[src/inc/synth_load_pkg.sv]
package synth_load_pkg;

  // ********************************************************
  // control word layout
  // ********************************************************
  localparam int          WORD_W      = 24;
  localparam int          MSB_BIT     = 23;
  localparam int          ADDR_HI     = 22;
  localparam int          ADDR_LO     = 20;
  localparam logic [2:0]  ADDR_B      = 3'h0;
  localparam logic [2:0]  ADDR_C      = 3'h1;
  localparam logic [2:0]  ADDR_D      = 3'h2;
  localparam logic [2:0]  ADDR_E      = 3'h3;
  localparam int          NUM_WORDS   = 5;
  localparam int          IDX_A       = 0;
  localparam int          IDX_B       = 1;
  localparam int          IDX_C       = 2;
  localparam int          IDX_D       = 3;
  localparam int          IDX_E       = 4;
  localparam int          NIB_W       = 4;
  localparam int          SPD_W       = 8;
  localparam int          G1_LO       = 19;
  localparam int          G2_LO       = 16;
  localparam int          EM_BIT      = 0;
  localparam int          EA_BIT      = 1;
  localparam logic [23:0] WORD_RESET  = 24'h000000;

  // ********************************************************
  // serial timing, aclk at 125 MHz
  // ********************************************************
  localparam int          CLK_NS        = 8;
  localparam int          SCLK_HALF_NS  = 50;
  localparam int          STROBE_SU_NS  = 30;
  localparam int          STROBE_HI_NS  = 30;
  localparam int          STROBE_LO_NS  = 30;
  localparam int          CNT_W         = 4;
  localparam logic [3:0]  SCLK_HALF_CYC = 4'((SCLK_HALF_NS + CLK_NS - 1) / CLK_NS);
  localparam logic [3:0]  STROBE_SU_CYC = 4'((STROBE_SU_NS + CLK_NS - 1) / CLK_NS);
  localparam logic [3:0]  STROBE_HI_CYC = 4'((STROBE_HI_NS + CLK_NS - 1) / CLK_NS);
  localparam logic [3:0]  STROBE_LO_CYC = 4'((STROBE_LO_NS + CLK_NS - 1) / CLK_NS);

  // ********************************************************
  // host register map
  // ********************************************************
  localparam int          ADDR_W       = 8;
  localparam logic [7:0]  REG_TX_WORD  = 8'h00;
  localparam logic [7:0]  REG_STATUS   = 8'h04;
  localparam logic [7:0]  REG_PIN_CTRL = 8'h08;
  localparam int          ST_BUSY      = 0;
  localparam int          ST_COUNT_LO  = 8;
  localparam int          PIN_MAIN_BIT = 0;
  localparam int          PIN_AUX_BIT  = 1;
  localparam logic [1:0]  PIN_RESET    = 2'h3;
  localparam logic [1:0]  RESP_OKAY    = 2'h0;
  localparam logic [1:0]  RESP_SLVERR  = 2'h2;
  localparam logic [1:0]  RESP_DECERR  = 2'h3;

  typedef enum logic [1:0] {
    MODE_BOTH_ON,
    MODE_MAIN_ON,
    MODE_AUX_ON,
    MODE_SHUTDOWN
  } chip_mode_t;

endpackage : synth_load_pkg

[src/inc/serial_link_if.sv]
`timescale 1ns/10ps

interface serial_link_if;
  logic sclk;                // serial clock
  logic sdata;               // serial data, lsb first
  logic strobe;              // load strobe
  logic main_loop_enable_n;  // main loop enable pin
  logic aux_loop_enable_n;   // aux loop enable pin

  modport host (
    output sclk,
    output sdata,
    output strobe,
    output main_loop_enable_n,
    output aux_loop_enable_n
  );

  modport device (
    input sclk,
    input sdata,
    input strobe,
    input main_loop_enable_n,
    input aux_loop_enable_n
  );
endinterface : serial_link_if

[src/verilog/synth_load_host.sv]
// Implementation choices: the address map and register access over AXI4-Lite.
`timescale 1ns/10ps

module synth_load_host (
  input  wire logic                              aclk,     // system clock
  input  wire logic                              aresetn,  // sync reset, low
  input  wire logic                              ce,       // clock enable
  input  wire logic [synth_load_pkg::ADDR_W-1:0] awaddr,   // write address
  input  wire logic                              awvalid,  // write address valid
  output      logic                              awready,  // write address ready
  input  wire logic [31:0]                       wdata,    // write data
  input  wire logic [3:0]                        wstrb,    // byte enables
  input  wire logic                              wvalid,   // write data valid
  output      logic                              wready,   // write data ready
  output      logic [1:0]                        bresp,    // write response
  output      logic                              bvalid,   // response valid
  input  wire logic                              bready,   // response ready
  input  wire logic [synth_load_pkg::ADDR_W-1:0] araddr,   // read address
  input  wire logic                              arvalid,  // read address valid
  output      logic                              arready,  // read address ready
  output      logic [31:0]                       rdata,    // read data
  output      logic [1:0]                        rresp,    // read response
  output      logic                              rvalid,   // read valid
  input  wire logic                              rready,   // read ready
  serial_link_if.host                            link      // three-wire port and pins
);
  import synth_load_pkg::*;

  typedef enum logic [2:0] {H_IDLE, H_LOW, H_HIGH, H_SETUP, H_STB_HI, H_STB_LO} hstate_t;

  // ********************************************************
  // register slave
  // ********************************************************
  logic              awready_reg, awready_next, wready_reg, wready_next;
  logic              bvalid_reg, bvalid_next, arready_reg, arready_next;
  logic              rvalid_reg, rvalid_next;
  logic [1:0]        bresp_reg, bresp_next, rresp_reg, rresp_next;
  logic [ADDR_W-1:0] waddr_reg, waddr_next;
  logic [31:0]       wdat_reg, wdat_next, rdata_reg, rdata_next;
  logic [3:0]        wstb_reg, wstb_next;
  logic [23:0]       txw_reg, txw_next;
  logic [1:0]        pins_reg, pins_next;
  logic [7:0]        sent_reg;
  logic              busy;
  logic              launch;
  hstate_t           st_reg;

  assign busy = (st_reg != H_IDLE);

  // address and data taken in either order, write once both held
  always_comb begin
    awready_next = awready_reg;
    wready_next  = wready_reg;
    bvalid_next  = bvalid_reg;
    bresp_next   = bresp_reg;
    arready_next = arready_reg;
    rvalid_next  = rvalid_reg;
    rresp_next   = rresp_reg;
    rdata_next   = rdata_reg;
    waddr_next   = waddr_reg;
    wdat_next    = wdat_reg;
    wstb_next    = wstb_reg;
    txw_next     = txw_reg;
    pins_next    = pins_reg;
    launch       = 1'b0;
    if (awvalid && awready_reg) begin
      waddr_next   = awaddr;
      awready_next = 1'b0;
    end
    if (wvalid && wready_reg) begin
      wdat_next   = wdata;
      wstb_next   = wstrb;
      wready_next = 1'b0;
    end
    if (!awready_reg && !wready_reg && !bvalid_reg) begin
      bvalid_next = 1'b1;
      bresp_next  = RESP_OKAY;
      if (waddr_reg == REG_TX_WORD) begin
        if (busy) begin
          bresp_next = RESP_SLVERR;
        end else begin
          for (int i = 0; i < 3; i++) begin
            if (wstb_reg[i]) begin
              txw_next[i*8 +: 8] = wdat_reg[i*8 +: 8];
            end
          end
          launch = 1'b1;
        end
      end else if (waddr_reg == REG_PIN_CTRL) begin
        if (wstb_reg[0]) begin
          pins_next = wdat_reg[1:0];
        end
      end else begin
        bresp_next = (waddr_reg == REG_STATUS) ? RESP_SLVERR : RESP_DECERR;
      end
    end
    if (bvalid_reg && bready) begin
      bvalid_next  = 1'b0;
      awready_next = 1'b1;
      wready_next  = 1'b1;
    end
    if (arvalid && arready_reg) begin
      arready_next = 1'b0;
      rvalid_next  = 1'b1;
      rresp_next   = RESP_OKAY;
      rdata_next   = 32'h00000000;
      unique case (araddr)
        REG_TX_WORD:  rdata_next[23:0] = txw_reg;
        REG_STATUS:   rdata_next = {16'h0000, sent_reg, 7'h00, busy};
        REG_PIN_CTRL: rdata_next[1:0] = pins_reg;
        default:      rresp_next = RESP_DECERR;
      endcase
    end
    if (rvalid_reg && rready) begin
      rvalid_next  = 1'b0;
      arready_next = 1'b1;
    end
    if (!ce) begin
      launch = 1'b0;
    end
  end

  always_ff @(posedge aclk) begin
    if (!aresetn) begin
      awready_reg <= 1'b1;
      wready_reg  <= 1'b1;
      bvalid_reg  <= 1'b0;
      bresp_reg   <= RESP_OKAY;
      arready_reg <= 1'b1;
      rvalid_reg  <= 1'b0;
      rresp_reg   <= RESP_OKAY;
      rdata_reg   <= 32'h00000000;
      waddr_reg   <= 8'h00;
      wdat_reg    <= 32'h00000000;
      wstb_reg    <= 4'h0;
      txw_reg     <= WORD_RESET;
      pins_reg    <= PIN_RESET;
    end else if (ce) begin
      awready_reg <= awready_next;
      wready_reg  <= wready_next;
      bvalid_reg  <= bvalid_next;
      bresp_reg   <= bresp_next;
      arready_reg <= arready_next;
      rvalid_reg  <= rvalid_next;
      rresp_reg   <= rresp_next;
      rdata_reg   <= rdata_next;
      waddr_reg   <= waddr_next;
      wdat_reg    <= wdat_next;
      wstb_reg    <= wstb_next;
      txw_reg     <= txw_next;
      pins_reg    <= pins_next;
    end
  end

  // ********************************************************
  // serial sender
  // ********************************************************
  hstate_t           st_next;
  logic [CNT_W-1:0]  cnt_reg, cnt_next;
  logic [4:0]        bit_reg, bit_next;
  logic [23:0]       sh_reg, sh_next;
  logic              sclk_reg, sclk_next, sdat_reg, sdat_next, stb_reg, stb_next;
  logic [7:0]        sent_next;

  // each word closed by a strobe
  always_comb begin
    st_next   = st_reg;
    cnt_next  = (cnt_reg != 4'h0) ? cnt_reg - 4'h1 : cnt_reg;
    bit_next  = bit_reg;
    sh_next   = sh_reg;
    sclk_next = sclk_reg;
    sdat_next = sdat_reg;
    stb_next  = stb_reg;
    sent_next = sent_reg;
    unique case (st_reg)
      H_IDLE: begin
        if (launch) begin
          sh_next   = txw_next;
          sdat_next = txw_next[0];
          bit_next  = 5'h00;
          cnt_next  = SCLK_HALF_CYC - 4'h1;
          st_next   = H_LOW;
        end
      end
      H_LOW: begin
        if (cnt_reg == 4'h0) begin
          sclk_next = 1'b1;
          cnt_next  = SCLK_HALF_CYC - 4'h1;
          st_next   = H_HIGH;
        end
      end
      H_HIGH: begin
        if (cnt_reg == 4'h0) begin
          sclk_next = 1'b0;
          if (bit_reg == 5'h17) begin
            cnt_next = STROBE_SU_CYC - 4'h1;
            st_next  = H_SETUP;
          end else begin
            bit_next  = bit_reg + 5'h01;
            sh_next   = {1'b0, sh_reg[23:1]};
            sdat_next = sh_reg[1];
            cnt_next  = SCLK_HALF_CYC - 4'h1;
            st_next   = H_LOW;
          end
        end
      end
      H_SETUP: begin
        if (cnt_reg == 4'h0) begin
          stb_next = 1'b1;
          cnt_next = STROBE_HI_CYC - 4'h1;
          st_next  = H_STB_HI;
        end
      end
      H_STB_HI: begin
        if (cnt_reg == 4'h0) begin
          stb_next = 1'b0;
          cnt_next = STROBE_LO_CYC - 4'h1;
          st_next  = H_STB_LO;
        end
      end
      H_STB_LO: begin
        if (cnt_reg == 4'h0) begin
          sent_next = sent_reg + 8'h01;
          st_next   = H_IDLE;
        end
      end
      default: st_next = H_IDLE;
    endcase
  end

  always_ff @(posedge aclk) begin
    if (!aresetn) begin
      st_reg   <= H_IDLE;
      cnt_reg  <= 4'h0;
      bit_reg  <= 5'h00;
      sh_reg   <= WORD_RESET;
      sclk_reg <= 1'b0;
      sdat_reg <= 1'b0;
      stb_reg  <= 1'b0;
      sent_reg <= 8'h00;
    end else if (ce) begin
      st_reg   <= st_next;
      cnt_reg  <= cnt_next;
      bit_reg  <= bit_next;
      sh_reg   <= sh_next;
      sclk_reg <= sclk_next;
      sdat_reg <= sdat_next;
      stb_reg  <= stb_next;
      sent_reg <= sent_next;
    end
  end

  // outputs straight from flops
  assign awready                 = awready_reg;
  assign wready                  = wready_reg;
  assign bvalid                  = bvalid_reg;
  assign bresp                   = bresp_reg;
  assign arready                 = arready_reg;
  assign rvalid                  = rvalid_reg;
  assign rresp                   = rresp_reg;
  assign rdata                   = rdata_reg;
  assign link.sclk               = sclk_reg;
  assign link.sdata              = sdat_reg;
  assign link.strobe             = stb_reg;
  assign link.main_loop_enable_n = pins_reg[PIN_MAIN_BIT];
  assign link.aux_loop_enable_n  = pins_reg[PIN_AUX_BIT];

endmodule : synth_load_host

[src/flat_wrapper.sv]
// flat-port wrapper written by rule: the top's interface ports become plain ports
module synth_load_host_flat import synth_load_pkg::*;
  (aclk, aresetn, ce, awaddr, awvalid, awready, wdata, wstrb, wvalid, wready, bresp, bvalid, bready, araddr, arvalid, arready, rdata, rresp, rvalid, rready, link_sclk, link_sdata, link_strobe, link_main_loop_enable_n, link_aux_loop_enable_n);
  serial_link_if link_i ();
  input  wire logic aclk;
  input  wire logic aresetn;
  input  wire logic ce;
  input  wire logic [synth_load_pkg::ADDR_W-1:0] awaddr;
  input  wire logic awvalid;
  output      logic awready;
  input  wire logic [31:0] wdata;
  input  wire logic [3:0] wstrb;
  input  wire logic wvalid;
  output      logic wready;
  output      logic [1:0] bresp;
  output      logic bvalid;
  input  wire logic bready;
  input  wire logic [synth_load_pkg::ADDR_W-1:0] araddr;
  input  wire logic arvalid;
  output      logic arready;
  output      logic [31:0] rdata;
  output      logic [1:0] rresp;
  output      logic rvalid;
  input  wire logic rready;
  output wire logic [$bits(link_i.sclk)-1:0] link_sclk;
  output wire logic [$bits(link_i.sdata)-1:0] link_sdata;
  output wire logic [$bits(link_i.strobe)-1:0] link_strobe;
  output wire logic [$bits(link_i.main_loop_enable_n)-1:0] link_main_loop_enable_n;
  output wire logic [$bits(link_i.aux_loop_enable_n)-1:0] link_aux_loop_enable_n;
  assign link_sclk = link_i.sclk;
  assign link_sdata = link_i.sdata;
  assign link_strobe = link_i.strobe;
  assign link_main_loop_enable_n = link_i.main_loop_enable_n;
  assign link_aux_loop_enable_n = link_i.aux_loop_enable_n;
  synth_load_host u_core (.aclk(aclk), .aresetn(aresetn), .ce(ce), .awaddr(awaddr), .awvalid(awvalid), .awready(awready), .wdata(wdata), .wstrb(wstrb), .wvalid(wvalid), .wready(wready), .bresp(bresp), .bvalid(bvalid), .bready(bready), .araddr(araddr), .arvalid(arvalid), .arready(arready), .rdata(rdata), .rresp(rresp), .rvalid(rvalid), .rready(rready), .link(link_i));
endmodule
[config.mk]
export PLATFORM = sky130hd
export DESIGN_NAME = synth_load_host_flat
export DESIGN_NICKNAME = d
export VERILOG_FILES = /design/src/inc/synth_load_pkg.sv /design/src/inc/serial_link_if.sv /design/src/verilog/synth_load_host.sv /design/src/flat_wrapper.sv
export SDC_FILE = /design/constraint.sdc
export NUM_CORES = 1
export LEC_CHECK = 0
export BUFFER_PORTS_ARGS = -buffer_cell sky130_fd_sc_hd__buf_2
export CAP_MARGIN = 40
export CORE_ASPECT_RATIO = 0.5
export CORE_MARGIN = 2
export CORE_UTILIZATION = 51
export CTS_CLUSTER_DIAMETER = 200
export DETAILED_ROUTE_END_ITERATION = 8
export PLACE_DENSITY_LB_ADDON = 0.08
export SYNTH_ARGS = -nofsm -noshare
export SYNTH_HDL_FRONTEND = slang
export SYNTH_SLANG_ARGS = --single-unit
[constraint.sdc]
create_clock -name aclk -period 1.85 [get_ports aclk]
set_input_delay 0.185 -clock aclk [delete_from_list [all_inputs] [get_ports aclk]]
set_output_delay 0.185 -clock aclk [all_outputs]
set_load 0.01 [all_outputs]
==> results.cfg <==
[clock_tree]
cts_root_buf = clkbuf_16
htreeDepth = 4
clockBufferDepth = 2
path_clk_slew_ns = 0.06
cts-buffers-inserted = 17
clk_latency_ns = 0.42
cts_tree = yes
clock_sinks = 139

[die]
die_height_um = 83.2
die_area_um2 = 13500
fp-row-count = 28
design.portCount = 106
fp.coreArea_um2 = 12000
start_util_pct = 53.2
die_w_um = 162

[timing]
drv_slew = 0
tightestPinTransition_ns = 0.500
slew_headroom_pct = 66.6
final_critical_path_setup_slack_ns = 0.0751
finalCritPeriodShare_pct = 95.9
max_freq_ghz = 0.563
clock_skew_ns = 0.0140
setup_viol = 0
min_period_ns = 1.77
hold_violations = 0

[yosys]
synth_edf_count = 0
synthAdderAreaFrac_pct = 0.979
ys_warn_count = 0
yosys_most_used_dff = dfxtp_1
synth_compound_area_share_pct = 18.1
synthArstFlopShare_pct = 0
muxShareOfSynthArea_pct = 7.67
avgSynthCellArea_um2 = 8.58
netlist_area_um2 = 6390
yosys.area_share.simple_pct = 23.6
yosys_register_bits = 139
ys_seq_area_share_pct = 43.5
synth_top_family_by_area = simple AND/OR/NAND/NOR gates
synth_cell_type_count = 60
netlist_instances = 745
synth_xor_area_share_pct = 0.411

[critical_path]
cp_slowest_cell = dfxtp_1
slowest_delay_ns = 0.32
crit_type = reg2reg
required_ns = 2.14
path_buf_inv = 2
crit_fanout = 4
cp-start-kind = register
startpoint = u_core.cnt_reg[0]
crit_path_cell_trace = inv_2 -> ha_4 -> nor3b_4 -> inv_2 -> ha_1 -> a31o_2 -> a311oi_2 -> o22ai_1
crit_top_cell = inv_2
crit_family = compound AO/OA/AOI/OAI gates
endpoint_kind = register
worstPathArrival_ns = 2.06
r2r_start = u_core.cnt_reg[0]

[hold_path]
hp-start = awaddr[2]
hp-class = in2reg

[detailed_routing]
wl_per_cell_um = 16.4
drt_iter0_markers = 468
vias = 5859
firstDrtPassIters = 5
wirelength_um = 17200
drc = 0
viasPerCell = 5.57
drtAntennaViolNets = 0

[global_routing]
grt_pass1_wl_um = 27400
top_usage_layer = met2
overflow = 0
grt_use_met3_pct = 5.29
grtUsageMet1_pct = 36.3
grt_usage_pct = 25.3
grt_antenna_before_repair = 0
grt_pass1_vias = 5409
grt_max_degree = 64
grt_use_met2_pct = 39.0

[power]
intPower_uw = 5600
max-vdd-ir-drop_uv = 616
seq_power_share_pct = 41.3
p_switching_uw = 2050
cellLeakagePower_uw = 0.00312
p_clk_share_pct = 44.2
powerDensity_nw_per_um2 = 938
combPwrFrac_pct = 14.5
swShare_pct = 26.8
power_uw = 7650

[layout]
final_nets = 939
drive_above_1_share_pct = 25.5
fillers = 1042
layout_common_cells = dfxtp_1 (135), nor2_1 (89), buf_2 (88)
layout_commonest_cell = dfxtp_1
fin_area_um2 = 8150
diodes = 0
area_delta_synth_final_pct = 27.6

[placed_design]
dp_slack_ns = 0.0327
gp_congestion = 0.818
dp_hpwl_um = 11700
postPlaceCellArea_um2 = 7340
port_buffers = 88

[outcome]
outcome = finished clean

[flow_run]
maxCapViolCount = 0
==> power by group through the flow <==
stage | Clock (uW) | Sequential [uW] | Combinational, uW
finish | 3380 | 3160 | 1110
global route | 3550 | 3170 | 1210
CTS | 3410 | 3150 | 987
detailed placement | 0 | 3220 | 958
global placement | 0 | 3220 | 937
floorplan | 0 | 3200 | 609
==> worst paths after layout <==
check,to,slack [ns],cells after the start
hold reg to reg,u_core.rdata[0],0.45,2
setup / recovery,u_core.cnt_reg[0],0.08,8
setup reg to reg,u_core.cnt_reg[0],0.08,8
hold / removal,u_core.waddr_reg[2],0.002,3
==> routing by layer <==
| layer | wire length, um | part of all wire [%] |
|---|---|---|
| met1 | 8590 | 50 |
| met2 | 7610 | 44 |
| met3 | 874 | 5.1 |
| met4 | 137 | 0.80 |
| met5 | 0 | 0 |
==> final cells by class <==
type / instances / area, um^2 / area share (%)
multi-input combinational: 540 / 3340 / 41.0
clock inverter: 13 / 143 / 1.75
inverter: 9 / 33.8 / 0.414
sequential: 139 / 2790 / 34.2
timing repair buffer: 167 / 1200 / 14.7
clock buffer: 19 / 443 / 5.43
tap: 165 / 206 / 2.53
==> worst reg2reg max path, cell delays in order, from the launching register on <==
cell and delay [ns]:
dfxtp_1 0.32, inv_2 0.08, ha_4 0.14, nor3b_4 0.27, inv_2 0.10, ha_1 0.22
a31o_2 0.24, a311oi_2 0.19, o22ai_1 0.10
==> what timing repair did <==
item,in CTS,in global routing
pin swaps,0,2
hold buffers,15,0
resized for setup,1,15
setup buffers,0,3
hold endpoints to repair,15,0
endpoints found under the setup margin,6,30
==> cell usage after synthesis (2+ instances only) <==
master / n / area, um^2
or4_1: 3 / 22.5
nand4_1: 7 / 43.8
inv_1: 8 / 30.0
o31ai_1: 6 / 45.0
nor4b_1: 4 / 35.0
and3_1: 3 / 18.8
or3_1: 7 / 43.8
ha_1: 5 / 62.6
nor3b_2: 2 / 25.0
dfxtp_1: 139 / 2780
nor4_2: 2 / 25.0
nand3_1: 46 / 230
o22ai_1: 2 / 12.5
mux2i_1: 40 / 400
a21oi_1: 69 / 345
nand2_1: 82 / 308
and4_1: 4 / 35.0
nor2_1: 89 / 334
or2_2: 2 / 12.5
a22oi_1: 23 / 173
nand2b_1: 25 / 156
clkbuf_1: 38 / 143
a21o_1: 2 / 15.0
buf_2: 3 / 15.0
xnor2_1: 2 / 17.5
nor3_2: 2 / 20.0
buf_4: 13 / 97.6
nor3_1: 4 / 20.0
o21a_1: 2 / 15.0
a32o_1: 23 / 230
nand4b_1: 2 / 17.5
buf_6: 5 / 56.3
mux2_2: 8 / 90.1
nor4_1: 2 / 12.5
buf_1: 5 / 18.8
nor2b_1: 2 / 12.5
a211oi_1: 6 / 45.0
o21ai_0: 36 / 180
==> logic make-up (layout without fill, tap and decap cells) <==
group,count (synthesis),after routing
other,1,8
multiplexers,48,48
AND/OR/NAND/NOR,298,298
AO/OA/AOI/OAI,178,178
XOR/XNOR,3,3
adder cells (fa/ha/maj),5,5
flip-flops,139,139
buffers and inverters,73,208
==> per-stage QoR <==
stage	hold slack [ns]	instances	setup TNS (ns)	utilization (%)
after floorplan	0.321	752	-0.00375	-
after global placement	0.414	1002	0	61.0
after detailed placement	0.423	1002	0	61.0
after CTS	0.000888	1049	0	67.2
after global routing	0.0122	1052	-0.0272	67.9
final	0.00217	1052	0	67.9
No activity file was read; power rests on OpenSTA's default activity.
